===== src/verilog/pwm_ctrl_defines.vh =====
// register map, field positions, reset values and prescaler counter settings for the pwm control block
`ifndef PWM_CTRL_DEFINES_VH
`define PWM_CTRL_DEFINES_VH

// register indices; byte address is four times the index
`define IDX_PRESCALE_CLOCK_SELECT   4'h3
`define IDX_CENTER_ALIGN_ENABLE     4'h4
`define IDX_PAIRING_AND_STOP_CTRL   4'h5
// extra registers holding the channel enable, polarity and clock choice bits
`define IDX_CHANNEL_ENABLE          4'h0
`define IDX_CHANNEL_CLOCK_CHOICE    4'h2
`define IDX_CHANNEL_POLARITY        4'h1
// read-only status: prescaler run flag with clock a count, and effective pin enables
`define IDX_PRESCALE_STATUS         4'h6
`define IDX_EFFECTIVE_ENABLE        4'h7

// prescale register fields
`define CLKB_SEL_HI                 6
`define CLKB_SEL_LO                 4
`define CLKA_SEL_HI                 2
`define CLKA_SEL_LO                 0

// control register fields
`define JOIN_CH6_CH7_BIT            7
`define JOIN_CH4_CH5_BIT            6
`define JOIN_CH2_CH3_BIT            5
`define JOIN_CH0_CH1_BIT            4
`define WAIT_STOP_BIT               3
`define FREEZE_STOP_BIT             2

// reset value of all control registers
`define CTRL_RESET_VALUE            8'h00

// prescaler counter width: divide by up to 128
`define PRESCALE_CNT_WIDTH          7
`define PRESCALE_CNT_RESET          7'h00

`endif


===== src/verilog/prescale_divider.v =====
// one power-of-two prescaler producing a one-cycle tick at bus clock / 2^sel
`timescale 1ns/1ps
`include "pwm_ctrl_defines.vh"

module prescale_divider (
	input  wire       clk,
	input  wire       rst_n,
	input  wire       run,
	input  wire [2:0] sel,
	output reg        tick,
	output wire [6:0] count
);

	reg  [6:0] cnt;      // free running divider chain
	reg  [6:0] mask;     // low bits that must be all ones for the tick
	wire [6:0] next_cnt; // incremented count

	assign next_cnt = cnt + 7'h01;
	assign count    = cnt;

	// mask of the chosen division: 2^sel - 1
	always @* begin
		case (sel)
			3'h0:    mask = 7'h00;
			3'h1:    mask = 7'h01;
			3'h2:    mask = 7'h03;
			3'h3:    mask = 7'h07;
			3'h4:    mask = 7'h0f;
			3'h5:    mask = 7'h1f;
			3'h6:    mask = 7'h3f;
			default: mask = 7'h7f;
		endcase
	end

	// counter advances only while the input clock is allowed; new rate acts at once
	always @(posedge clk or negedge rst_n) begin
		if (!rst_n) begin
			cnt  <= `PRESCALE_CNT_RESET;
			tick <= 1'b0;
		end else if (run) begin
			cnt  <= next_cnt;
			tick <= ((cnt & mask) == mask);
		end else begin
			tick <= 1'b0;
		end
	end

endmodule


===== src/verilog/channel_route.v =====
// per-channel routing of clock source, alignment, polarity and enable with pairing
`timescale 1ns/1ps
`include "pwm_ctrl_defines.vh"

module channel_route (
	input  wire [7:0] enable_bits,
	input  wire [7:0] clock_choice,
	input  wire [7:0] polarity_bits,
	input  wire [7:0] center_bits,
	input  wire [3:0] join_pairs,
	input  wire       tick_a,
	input  wire       tick_b,
	input  wire       tick_sa,
	input  wire       tick_sb,
	output wire [7:0] eff_enable,
	output wire [7:0] eff_tick,
	output wire [7:0] eff_center,
	output wire [7:0] eff_polarity,
	output wire [7:0] pin_enable
);

	genvar g;
	generate
		for (g = 0; g < 8; g = g + 1) begin : ch
			// odd channel of each pair governs the joined pair
			localparam integer GOV = (g | 1);
			localparam integer PR  = g / 2;
			wire joined = join_pairs[PR];
			// channels 2,3,6,7 see only clock b family, others only clock a
			wire use_b  = (g & 2) != 0;
			wire plain  = use_b ? tick_b : tick_a;
			wire scaled = use_b ? tick_sb : tick_sa;
			wire choice = clock_choice[joined ? GOV : g];
			assign eff_tick[g]     = choice ? scaled : plain;
			assign eff_center[g]   = center_bits[joined ? GOV : g];
			assign eff_polarity[g] = polarity_bits[joined ? GOV : g];
			assign eff_enable[g]   = enable_bits[joined ? GOV : g];
			// even pin of a joined pair stays off whatever its enable says
			assign pin_enable[g]   = (joined && (g % 2 == 0)) ? 1'b0 : eff_enable[g];
		end
	endgenerate

endmodule


===== src/verilog/pwm_prescale_align_concat_ctrl.v =====
// control part of the eight channel pwm: prescalers, alignment, pairing, stop options
//
// Decided for this implementation: the Wishbone slave port.
`timescale 1ns/1ps
`include "pwm_ctrl_defines.vh"

module pwm_prescale_align_concat_ctrl (
	input  wire        SYS_CLK,
	input  wire        RESET_N,
	input  wire        WAIT_MODE,
	input  wire        FREEZE_MODE,
	input  wire        SCALED_CLOCK_FIRST,
	input  wire        SCALED_CLOCK_SECOND,
	input  wire        WB_CYC_I,
	input  wire        WB_STB_I,
	input  wire        WB_WE_I,
	input  wire [5:0]  WB_ADR_I,
	input  wire [3:0]  WB_SEL_I,
	input  wire [31:0] WB_DAT_I,
	output reg  [31:0] WB_DAT_O,
	output reg         WB_ACK_O,
	output wire        CLOCK_A_TICK,
	output wire        CLOCK_B_TICK,
	output wire [7:0]  CHANNEL_TICK,
	output wire [7:0]  CHANNEL_CENTER,
	output wire [7:0]  CHANNEL_POLARITY,
	output wire [7:0]  CHANNEL_ENABLE,
	output wire [7:0]  WAVEFORM_PIN_ENABLE,
	output wire [3:0]  JOIN_PAIRS
);

	// register map, one byte per word, data on byte lane 0:
	//   index 0: channel enable bits, one per channel
	//   index 1: channel polarity bits
	//   index 2: channel clock choice, plain or scaled
	//   index 3: prescale select, clock b in 6..4, clock a in 2..0
	//   index 4: center alignment bits, set means centered
	//   index 5: join bits 7..4, wait stop 3, freeze stop 2
	//   index 6: status, run flag over the clock a counter
	//   index 7: effective pin enables, read only
	//   higher indices read zero and ignore writes
	// bus timing:
	//   a request is taken on the edge where cyc and stb are high and ack low
	//   ack follows one cycle later and lasts one cycle
	//   write data lands on the taking edge
	//   read data is registered with the ack and holds until the next read
	//   the master drops stb for a cycle between transfers
	// prescalers:
	//   two dividers share one run signal
	//   each divider is a free running seven bit counter
	//   a tick marks the cycle after the selected low bits wrap
	//   a new select acts on the next cycle
	//   so one short or long period may follow a rate change
	//   code zero gives a tick on every cycle
	// stop options:
	//   wait and freeze come from the cpu clock logic, so they are synchronised
	//   run falls two cycles after the mode input rises with its stop bit set
	//   while run is low both counters hold; scaled ticks are forced low at once, clock a and b ticks from the next edge
	//   the scaled clock inputs are gated by the same run signal
	//   registers stay readable and writable while stopped
	// pairing:
	//   the odd channel of a joined pair governs clock, polarity, alignment, enable
	//   the even pin of a joined pair is forced off
	//   software should change join and alignment bits only with channels off
	//   the block does not enforce that; a glitch on the pin is the cost
	// reset:
	//   all software registers clear: full rate, left alignment, no pairs
	//   the release is synchronised so every flop leaves reset on one edge
	//   the first bus request is welcome on the third edge after release

	// reset release through two flip-flops
	reg        rst_meta;
	reg        rst_sync;
	// mode inputs synchronised
	reg        wait_meta;
	reg        wait_sync;
	reg        frz_meta;
	reg        frz_sync;
	// software registers
	reg  [7:0] prescale_clock_select;
	reg  [7:0] center_align_enable;
	reg  [7:0] pairing_and_stop_control;
	reg  [7:0] channel_enable_bit;
	reg  [7:0] channel_clock_choice;
	reg  [7:0] channel_polarity;
	// bus decode
	wire       bus_req;
	wire       wr_hit;
	wire [3:0] reg_idx;
	wire       addr_ok;
	reg  [7:0] rd_byte;
	// prescaler gating and ticks
	wire       wait_mode_clock_stop;
	wire       freeze_mode_clock_stop;
	wire       prescale_run;
	wire       tick_a;
	wire       tick_b;
	wire [6:0] cnt_a;

	// reset synchroniser
	always @(posedge SYS_CLK or negedge RESET_N) begin
		if (!RESET_N) begin
			rst_meta <= 1'b0;
			rst_sync <= 1'b0;
		end else begin
			rst_meta <= 1'b1;
			rst_sync <= rst_meta;
		end
	end

	// wait and freeze inputs come from outside, two flops each
	always @(posedge SYS_CLK or negedge rst_sync) begin
		if (!rst_sync) begin
			wait_meta <= 1'b0;
			wait_sync <= 1'b0;
			frz_meta  <= 1'b0;
			frz_sync  <= 1'b0;
		end else begin
			wait_meta <= WAIT_MODE;
			wait_sync <= wait_meta;
			frz_meta  <= FREEZE_MODE;
			frz_sync  <= frz_meta;
		end
	end

	// bus address decode: word index from byte address
	// a request counts only while ack is low, so a held request
	// is taken once per ack, and the cycle carrying the ack is never a new transfer
	// only byte lane 0 matters; other lane selects are ignored
	// the index is four bits, so byte addresses above 0x1f alias nothing
	assign bus_req = WB_CYC_I & WB_STB_I & ~WB_ACK_O;
	assign reg_idx = WB_ADR_I[5:2];
	assign addr_ok = (reg_idx <= `IDX_EFFECTIVE_ENABLE);
	assign wr_hit  = bus_req & WB_WE_I & WB_SEL_I[0];

	// register writes; byte lane 0 carries the data
	always @(posedge SYS_CLK or negedge rst_sync) begin
		if (!rst_sync) begin
			prescale_clock_select    <= `CTRL_RESET_VALUE;
			center_align_enable      <= `CTRL_RESET_VALUE;
			pairing_and_stop_control <= `CTRL_RESET_VALUE;
			channel_enable_bit       <= `CTRL_RESET_VALUE;
			channel_clock_choice     <= `CTRL_RESET_VALUE;
			channel_polarity         <= `CTRL_RESET_VALUE;
		end else if (wr_hit) begin
			// writes accepted anytime, no channel-state check
			case (reg_idx)
				`IDX_PRESCALE_CLOCK_SELECT: begin
					// bits 7 and 3 are unused and read zero
					prescale_clock_select <= WB_DAT_I[7:0] & 8'h77;
				end
				`IDX_CENTER_ALIGN_ENABLE: begin
					center_align_enable <= WB_DAT_I[7:0];
				end
				`IDX_PAIRING_AND_STOP_CTRL: begin
					// low two bits unused
					pairing_and_stop_control <= WB_DAT_I[7:0] & 8'hfc;
				end
				`IDX_CHANNEL_ENABLE: begin
					channel_enable_bit <= WB_DAT_I[7:0];
				end
				`IDX_CHANNEL_POLARITY: begin
					channel_polarity <= WB_DAT_I[7:0];
				end
				`IDX_CHANNEL_CLOCK_CHOICE: begin
					channel_clock_choice <= WB_DAT_I[7:0];
				end
				default: begin
					// read-only or unmapped: ignored
				end
			endcase
		end
	end

	// read mux
	always @* begin
		case (reg_idx)
			`IDX_PRESCALE_CLOCK_SELECT: rd_byte = prescale_clock_select;
			`IDX_CENTER_ALIGN_ENABLE:   rd_byte = center_align_enable;
			`IDX_PAIRING_AND_STOP_CTRL: rd_byte = pairing_and_stop_control;
			`IDX_CHANNEL_ENABLE:        rd_byte = channel_enable_bit;
			`IDX_CHANNEL_POLARITY:      rd_byte = channel_polarity;
			`IDX_CHANNEL_CLOCK_CHOICE:  rd_byte = channel_clock_choice;
			`IDX_PRESCALE_STATUS:       rd_byte = {prescale_run, cnt_a};
			`IDX_EFFECTIVE_ENABLE:      rd_byte = WAVEFORM_PIN_ENABLE;
			default:                    rd_byte = 8'h00;
		endcase
	end

	// bus answer: ack one cycle after the request, unmapped reads zero
	// ack is a flop, so the slave answers with exactly one wait state
	// read data is captured on the taking edge and shown with the ack
	// writes leave the read data untouched
	// upper three bytes always read zero
	always @(posedge SYS_CLK or negedge rst_sync) begin
		if (!rst_sync) begin
			WB_ACK_O <= 1'b0;
			WB_DAT_O <= 32'h0000_0000;
		end else begin
			WB_ACK_O <= bus_req;
			if (bus_req && !WB_WE_I) begin
				WB_DAT_O <= {24'h00_0000, (addr_ok ? rd_byte : 8'h00)};
			end
		end
	end

	// prescaler input clock gating in wait and freeze modes
	// either mode alone stops the prescalers when its own stop bit is set
	// clearing the bit or leaving the mode restarts counting where it held
	// counters are not cleared by a stop, so timing resumes in phase
	assign wait_mode_clock_stop   = pairing_and_stop_control[`WAIT_STOP_BIT];
	assign freeze_mode_clock_stop = pairing_and_stop_control[`FREEZE_STOP_BIT];
	assign prescale_run = ~(wait_mode_clock_stop & wait_sync)
	                    & ~(freeze_mode_clock_stop & frz_sync);

	// clock a prescaler
	// its counter is also shown in the status register for software
	prescale_divider u_div_a (
		.clk   (SYS_CLK),
		.rst_n (rst_sync),
		.run   (prescale_run),
		.sel   (prescale_clock_select[`CLKA_SEL_HI:`CLKA_SEL_LO]),
		.tick  (tick_a),
		.count (cnt_a)
	);

	// clock b prescaler
	// its counter is not shown anywhere, so the count output is left open
	prescale_divider u_div_b (
		.clk   (SYS_CLK),
		.rst_n (rst_sync),
		.run   (prescale_run),
		.sel   (prescale_clock_select[`CLKB_SEL_HI:`CLKB_SEL_LO]),
		.tick  (tick_b),
		.count ()
	);

	// both ticks leave the block for the channel counters and scalers
	// they are one cycle pulses, high for one bus clock per period

	assign CLOCK_A_TICK = tick_a;
	assign CLOCK_B_TICK = tick_b;
	// join bits in pair order 0/1, 2/3, 4/5, 6/7
	assign JOIN_PAIRS = {pairing_and_stop_control[`JOIN_CH6_CH7_BIT],
	                     pairing_and_stop_control[`JOIN_CH4_CH5_BIT],
	                     pairing_and_stop_control[`JOIN_CH2_CH3_BIT],
	                     pairing_and_stop_control[`JOIN_CH0_CH1_BIT]};

	// per-channel routing
	// channels 0, 1, 4, 5 draw from clock a or the first scaled clock
	// channels 2, 3, 6, 7 draw from clock b or the second scaled clock
	// each clock choice bit picks plain or scaled for its channel
	// a joined pair takes every setting from its odd channel
	// the even pin of a joined pair is held off whatever its enable says
	// all of this is combinational on registered settings, prescaler ticks and the scaled clock inputs
	// the scaled ticks are gated by run so a stop silences them too
	// polarity and alignment are passed on unchanged when not joined
	// the pin enables also feed the read-only status word
	channel_route u_route (
		.enable_bits   (channel_enable_bit),
		.clock_choice  (channel_clock_choice),
		.polarity_bits (channel_polarity),
		.center_bits   (center_align_enable),
		.join_pairs    (JOIN_PAIRS),
		.tick_a        (tick_a),
		.tick_b        (tick_b),
		.tick_sa       (SCALED_CLOCK_FIRST & prescale_run),
		.tick_sb       (SCALED_CLOCK_SECOND & prescale_run),
		.eff_enable    (CHANNEL_ENABLE),
		.eff_tick      (CHANNEL_TICK),
		.eff_center    (CHANNEL_CENTER),
		.eff_polarity  (CHANNEL_POLARITY),
		.pin_enable    (WAVEFORM_PIN_ENABLE)
	);

endmodule


===== config.mk =====
export PLATFORM = sky130hd
export DESIGN_NAME = pwm_prescale_align_concat_ctrl
export DESIGN_NICKNAME = d
export VERILOG_FILES = /design/src/verilog/prescale_divider.v /design/src/verilog/channel_route.v /design/src/verilog/pwm_prescale_align_concat_ctrl.v
export VERILOG_INCLUDE_DIRS = /design/src /design/src/verilog
export SDC_FILE = /design/constraint.sdc
export NUM_CORES = 1
export LEC_CHECK = 0
export BUFFER_PORTS_ARGS = -buffer_cell sky130_fd_sc_hd__buf_2
export CAP_MARGIN = 40
export CORE_MARGIN = 1.5
export CORE_UTILIZATION = 35
export DETAILED_ROUTE_END_ITERATION = 12
export GPL_TIMING_DRIVEN = 0
export PLACE_DENSITY = 0.6
export SLEW_MARGIN = 0
export SYNTH_ARGS = -nofsm -noshare
export SYNTH_HDL_FRONTEND = slang
export SYNTH_SLANG_ARGS = --single-unit

===== constraint.sdc =====
create_clock -name SYS_CLK -period 2.1 [get_ports SYS_CLK]
set_input_delay 0.105 -clock SYS_CLK [delete_from_list [all_inputs] [get_ports SYS_CLK]]
set_output_delay 0.105 -clock SYS_CLK [all_outputs]
set_load 0.01 [all_outputs]

==> impl_metrics.ini, run 1 <==
[die]
ioPinCount = 130
row_count = 39
die_height_um = 112.7
initial_utilization = 0.3642
chip_width_um = 112.7
fp.coreArea_sq_mm = 0.01156
floorplan.die_area_sq_mm = 0.01270

[worst_setup_path]
cell_with_the_largest_stage_delay_on_the_worst_path = sky130_fd_sc_hd__clkbuf_1
cp_top_family = multiplexers
reg2reg_to = pairing_and_stop_control[7]
timing.critical_path.depth = 4
cp_data_required_time_ns = 2.00
worst_setup_path_start_kind = register
timing.critical_path.to = CHANNEL_TICK[4]
critical_path.cell_chain = clkbuf_1 > mux2i_1 > mux2_2 > buf_2
slowest_delay_ns = 0.37
timing.critical_path.fanout_max = 8
worstRegToRegCells = 5
reg2reg_slack_ns = 0.11
regToRegStartpoint = WB_ACK_O
worst_ep_arrival_time_ns = 1.93
cp-end-kind = output pin
cp_num_buf_inv = 2
crit_start = pairing_and_stop_control[6]
setup.worst_path.class = register to output pin

[timing]
setup_violations_final = 0
hold_viol_final = 0
worst_clock_skew_ns = 0.004839
max_clock_freq_mhz = 492.3
period_minus_slack_ns = 2.031
worst_slew_margin_rel = 0.5555
grt_setup_unrepaired = false
finalMaxSlewViolations = 0
period_share = 0.9672
hold_slack_ns = 0.06454
worst_pin_slew_ns = 0.6499

[drt]
dr.pass1.iters = 4
drt-total-wl_mm = 10.72
drt_drc_violations_left = 0
routed-via-count = 3073
wire_length_per_cell_um = 17.16
first_iter_violations = 137
route.antenna.remaining_nets = 0
routed_via_density = 4.917

[synthesis]
synth.cell_area_sq_mm = 0.004212
synthesis.area_per_instance_sq_um = 11.67
post_synth_inst_count = 361
yosysSeqAreaShare = 0.4456
synth_edf_count = 0
synth_cell_types = 53
async_flop_share = 1.000
ys_dominant_reg_cell = sky130_fd_sc_hd__dfrtp_1
ys.warnings.count = 0
flops_latches_synth = 75

[pwr]
power_per_cell_area_mw_per_mm2 = 854.6
largest_vdd_supply_drop_v = 0.0004718
power.static_leakage_nw = 2.617

[final_layout]
mostFrequentLayoutCells = sky130_fd_sc_hd__buf_2, sky130_fd_sc_hd__dfrtp_1, sky130_fd_sc_hd__mux2_2, sky130_fd_sc_hd__buf_4, sky130_fd_sc_hd__conb_1
design.final.nets = 530
final_layout_size_suffix_gt1_frac = 0.4710
synthToLayoutAreaGrowth_pct = 24.90
finish.cell_count_without_fillers = 625
mostFrequentLayoutCell = sky130_fd_sc_hd__buf_2
diodes_inserted = 0

[placement]
place.detailed.instances = 601
dpl_hpwl_mm = 7.895
port-buffer-count = 73
place.gp.congestion = 0.9091

[grt]
antenna_found_initial = 1
grt_start_max_net_pins = 46
via_count_of_the_first_global_routing_pass = 2944
globalRouteTotalUtil = 0.1754
grt.overflow.total = 0
global_route_wire_length_before_repair_mm = 16.74

[clock_network]
root_buffer = sky130_fd_sc_hd__clkbuf_16
tritoncts = done
clock_latency_ns = 0.34
numClockSinks = 75
cts_made_buffers = 9
htree_levels = 3
cts.clk_slew.worst_paths_ns = 0.06
clk_path_buf_depth = 2

[status]
outcome = finished clean

[min_path]
min-delay-path-class = input pin to register

[job]
drv_cap = 0
==> worst min-delay path by stage <==
| stage | from | endpoint | slack (ns) | depth (start not counted) |
|---|---|---|---|---|
| finish | WB_DAT_I[7] | channel_polarity[7] | 0.06 | 2 |
| CTS | WB_DAT_I[7] | pairing_and_stop_control[7] | 0.05 | 2 |
| global placement | RESET_N | rst_meta | -0.11 | 1 |
| floorplan | RESET_N | rst_meta | -0.19 | 0 |
| global route | RESET_N | rst_sync | 0.07 | 2 |
| detailed placement | RESET_N | rst_meta | -0.11 | 1 |
==> registers in the layout, indices dropped and copies added, names as in the netlist, 6 cells and up <==
name                      cells
channel_clock_choice          8
pairing_and_stop_control      6
prescale_clock_select         6
channel_polarity              8
u_div_b.count                 7
u_div_a.count                 7
center_align_enable           8
channel_enable_bit            8
WB_DAT_O                      8
==> per-layer routing <==
metal	global-route usage	vias to the layer above	share of wire
met3	0.04713	14	0.071
met5	0	-	0.00065
met1	0.2460	1486	0.46
li1	-	1459	-
met4	0.05907	2	0.012
met2	0.2638	112	0.46
==> cell families (layout without fill, tap and decap cells) <==
family	after synthesis	in the layout	share of synthesized area
and+or+nand+nor	77	77	0.1286
other	2	25	0.001783
muxes	75	75	0.2118
buffers and inverters	68	166	0.1022
xor gates and xnor gates	12	12	0.02496
DFF	75	75	0.4456
AOI/OAI and AO/OA	50	50	0.07903
adders and majority gates	2	2	0.005941
==> final cells by class <==
cell class | instances | area, sq um
tap | 143 | 178.9
multi-input combinational | 241 | 2002
buffer | 62 | 407.9
clock buffer | 11 | 242.7
fill | 1117 | 6305
inverter | 6 | 22.52
clock inverter | 5 | 52.55
sequential | 75 | 1881
timing repair buffer | 82 | 473.0
==> Yosys cell counts, types with 2 or more instances <==
cell type	count	area (sq um)
sky130_fd_sc_hd__nor2b_1	10	62.56
sky130_fd_sc_hd__and4_1	2	17.52
sky130_fd_sc_hd__or2_2	3	18.77
sky130_fd_sc_hd__mux4_2	3	67.56
sky130_fd_sc_hd__o21ai_0	15	75.07
sky130_fd_sc_hd__nor4_4	3	63.81
sky130_fd_sc_hd__buf_2	5	25.02
sky130_fd_sc_hd__and2_1	3	18.77
sky130_fd_sc_hd__a21o_1	4	30.03
sky130_fd_sc_hd__a31oi_1	3	18.77
sky130_fd_sc_hd__clkbuf_1	12	45.04
sky130_fd_sc_hd__nand3_1	2	10.01
sky130_fd_sc_hd__mux2i_1	7	70.07
sky130_fd_sc_hd__nand2b_1	2	12.51
sky130_fd_sc_hd__xor2_1	4	35.03
sky130_fd_sc_hd__a22oi_1	4	30.03
sky130_fd_sc_hd__buf_4	45	337.8
sky130_fd_sc_hd__a221oi_1	2	17.52
sky130_fd_sc_hd__and3b_1	4	35.03
sky130_fd_sc_hd__o211ai_1	2	15.01
sky130_fd_sc_hd__nand3b_1	7	52.55
sky130_fd_sc_hd__conb_1	2	7.510
sky130_fd_sc_hd__inv_1	6	22.52
sky130_fd_sc_hd__or3b_2	3	26.28
sky130_fd_sc_hd__a21oi_1	7	35.03
sky130_fd_sc_hd__nor3_1	2	10.01
sky130_fd_sc_hd__a22o_1	3	26.28
sky130_fd_sc_hd__o2111ai_1	2	17.52
sky130_fd_sc_hd__ha_1	2	25.02
sky130_fd_sc_hd__mux2_4	6	90.09
sky130_fd_sc_hd__nand2_1	15	56.30
sky130_fd_sc_hd__a211oi_1	2	15.01
sky130_fd_sc_hd__xnor2_1	8	70.07
sky130_fd_sc_hd__nand4_1	5	31.28
sky130_fd_sc_hd__dfrtp_1	75	1877
sky130_fd_sc_hd__mux2_2	59	664.4
sky130_fd_sc_hd__nor2_1	6	22.52
==> timing repair <==
item / CTS / global route
setup endpoints to repair: 9 / 24
gates resized for setup: 2 / 0
hold endpoints to repair: 4 / 0
setup buffers: 0 / 5
hold buffers: 3 / 0
pin swaps: 0 / 3
==> metrics by stage <==
stage	TNS [ns]	util	instance area (sq um)	power, mW	setup WS (ns)
global route	0	0.4548	5260	4.758	0.003741
floorplan	0	-	4299	2.619	0.2334
finish	0	0.4548	5260	4.495	0.06887
detailed placement	-0.3914	0.4214	4873	2.972	-0.05305
CTS	0	0.4505	5210	4.545	0.02741
global placement	-0.06664	0.4188	4843	2.933	-0.009786
==> power breakdown <==
group          internal, mW  total (mW)  switching [mW]  leakage (nW)
clock network         0.946        1.54           0.598         0.145
registers              1.68        1.96           0.286         0.980
logic                 0.536       0.987           0.452          1.49
No activity file was read; power rests on OpenSTA's default activity.
==> run 2, diff against run 1 <==
--- a/config.mk
+++ b/config.mk
@@ -9,10 +9,11 @@
 export BUFFER_PORTS_ARGS = -buffer_cell sky130_fd_sc_hd__buf_2
 export CAP_MARGIN = 40
 export CORE_MARGIN = 1.5
-export CORE_UTILIZATION = 35
+export CORE_UTILIZATION = 47
 export DETAILED_ROUTE_END_ITERATION = 12
 export GPL_TIMING_DRIVEN = 0
-export PLACE_DENSITY = 0.6
+export PLACE_DENSITY = 0.77
+export SETUP_SLACK_MARGIN = 0.4
 export SLEW_MARGIN = 0
 export SYNTH_ARGS = -nofsm -noshare
 export SYNTH_HDL_FRONTEND = slang
==> impl_metrics.ini, run 2 (synthesized netlist as in run 1, its figures left out) <==
[placement]
place.gp.congestion = 0.9483
dpl_hpwl_mm = 7.597
port-buffer-count = 73
place.detailed.instances = 566
pre_cts_slack_ns = -0.04790

[clock_network]
clock_latency_ns = 0.35
numClockSinks = 75
cts_made_buffers = 9
root_buffer = sky130_fd_sc_hd__clkbuf_8
tritoncts = done
clk_path_buf_depth = 2
cts.clk_slew.worst_paths_ns = 0.08
htree_levels = 3

[worst_setup_path]
worst_ep_arrival_time_ns = 2.09
reg2reg_slack_ns = 0.25
critical_path.cell_chain = and3b_2 > nand4b_4 > or4_4 > buf_6 > mux2_4
worst_setup_path_start_kind = register
cp-end-kind = register
cp_num_buf_inv = 1
slowest_delay_ns = 0.45
cp_data_required_time_ns = 2.34
crit_start = WB_ACK_O
reg2reg_to = pairing_and_stop_control[3]
cp_top_family = simple AND/OR/NAND/NOR gates
worstRegToRegCells = 5
cell_with_the_largest_stage_delay_on_the_worst_path = sky130_fd_sc_hd__or4_4
timing.critical_path.fanout_max = 6
setup.worst_path.class = register to register
regToRegStartpoint = WB_ACK_O

[grt]
grt.overflow.total = 0
global_route_wire_length_before_repair_mm = 17.42
antenna_found_initial = 0
globalRouteMet1Util = 0.3168
globalRouteTotalUtil = 0.2357
grt.met3_usage = 0.04532
grt_start_max_net_pins = 66
via_count_of_the_first_global_routing_pass = 3227
grt_most_used_layer = met2
grt_use_met2 = 0.3782

[timing]
period_share = 0.8811
max_clock_freq_mhz = 540.4
worst_pin_slew_ns = 0.6088
grt_setup_unrepaired = true
postLayoutSetupSlackWorst_ns = 0.2496
finalMaxSlewViolations = 0
period_minus_slack_ns = 1.850
hold_viol_final = 0
worst_clock_skew_ns = 0.006877
worst_slew_margin_rel = 0.5931
fin_tns_setup_ns = 0
setup_violations_final = 0

[job]
drv_cap = 0

[die]
fp.coreArea_sq_mm = 0.008721
chip_width_um = 97.66
row_count = 34
initial_utilization = 0.4829
die_height_um = 97.66
ioPinCount = 130
floorplan.die_area_sq_mm = 0.009537

[drt]
first_iter_violations = 341
dr.pass1.iters = 4
drt_drc_violations_left = 0
routed_via_density = 5.374
drt-total-wl_mm = 11.07
route.antenna.remaining_nets = 0
routed-via-count = 3305
wire_length_per_cell_um = 17.99

[final_layout]
synthToLayoutAreaGrowth_pct = 34.43
diodes_inserted = 0
mostFrequentLayoutCells = sky130_fd_sc_hd__buf_2, sky130_fd_sc_hd__dfrtp_1, sky130_fd_sc_hd__buf_4, sky130_fd_sc_hd__mux2_4, sky130_fd_sc_hd__mux2_2
finish.cell_count_without_fillers = 615
design.final.nets = 555
num-fill-cells = 690
final_layout_size_suffix_gt1_frac = 0.5247
final_util = 0.6492
mostFrequentLayoutCell = sky130_fd_sc_hd__buf_2

[min_path]
min-delay-start = WB_DAT_I[7]
timing.hold.worst_endpoint = pairing_and_stop_control[7]
hold-path-cell-count = 2
min-delay-path-class = input pin to register

[pwr]
largest_vdd_supply_drop_v = 0.0005713
power.static_leakage_nw = 2.844
power_per_cell_area_mw_per_mm2 = 805.8
fin_total_pwr_mw = 4.562

[status]
outcome = finished clean
==> run 2: cell count changes in the layout (fill, tap and decap cells not counted), moves of 3 or more <==
cell,change
sky130_fd_sc_hd__mux2_2,-33
sky130_fd_sc_hd__mux2_4,+33
sky130_fd_sc_hd__buf_4,+15
sky130_fd_sc_hd__buf_6,+14
sky130_fd_sc_hd__clkbuf_8,+10
sky130_fd_sc_hd__clkbuf_16,-9
sky130_fd_sc_hd__clkbuf_1,-5
sky130_fd_sc_hd__mux2i_1,-4
sky130_fd_sc_hd__mux2i_4,+4
sky130_fd_sc_hd__buf_2,-3
sky130_fd_sc_hd__bufinv_16,+3
sky130_fd_sc_hd__clkinv_2,-3
==> run 2: metal layers <==
metal  vias up  share of wire
met4         0          0.024
li1       1506              -
met3        25          0.081
met5         -              0
met2       145           0.48
met1      1629           0.41
==> run 2: worst max-delay path by stage <==
stage,to,slack (ns),depth (start not counted)
2_1_floorplan,pairing_and_stop_control[2],0.25,5
3_5_place_dp,center_align_enable[3],-0.05,4
3_3_place_gp,center_align_enable[7],-0.004,4
4_1_cts,pairing_and_stop_control[3],0.24,5
6_report,pairing_and_stop_control[3],0.25,5
5_1_grt,pairing_and_stop_control[3],0.21,5
==> run 2: report_power, final <==
group / leakage (nW) / switching [mW] / internal (mW)
logic: 1.74 / 0.493 / 0.641
registers: 0.980 / 0.291 / 1.68
clock network: 0.127 / 0.547 / 0.914
total: 2.84 / 1.33 / 3.23
==> run 2: cell type report <==
cell class,instances,area (sq um),share of cell area
plain buffers,62,455.4,0.08044
clock buffers,10,127.6,0.02254
clock inverters,6,136.4,0.02409
inverters,6,22.52,0.003978
multi-input cells,241,2200,0.3885
flip-flops and latches,75,1881,0.3322
well taps,108,135.1,0.02387
repair buffers,107,704.4,0.1244
==> run 2: metrics by stage <==
stage / instance area [sq um] / hold WS, ns
after floorplan: 4348 / -0.1906
after global placement: 4848 / -0.1097
after detailed placement: 4878 / -0.1074
after CTS: 5456 / 0.03865
after global routing: 5662 / 0.04257
final: 5662 / 0.04974
==> run 2: what timing repair did <==
item,in CTS,in global routing
gates cloned,0,0
pin swaps,5,3
hold buffers,3,0
resized for setup,36,31
endpoints found under the setup margin,72,56
endpoints found under the hold margin,4,0
buffers inserted,19,11
==> run 2: worst register-to-register path, stage by stage, from the launching register on <==
cell                       delay [ns]
sky130_fd_sc_hd__dfrtp_1         0.38
sky130_fd_sc_hd__and3b_2         0.27
sky130_fd_sc_hd__nand4b_4        0.17
sky130_fd_sc_hd__or4_4           0.46
sky130_fd_sc_hd__buf_6           0.17
sky130_fd_sc_hd__mux2_4          0.30
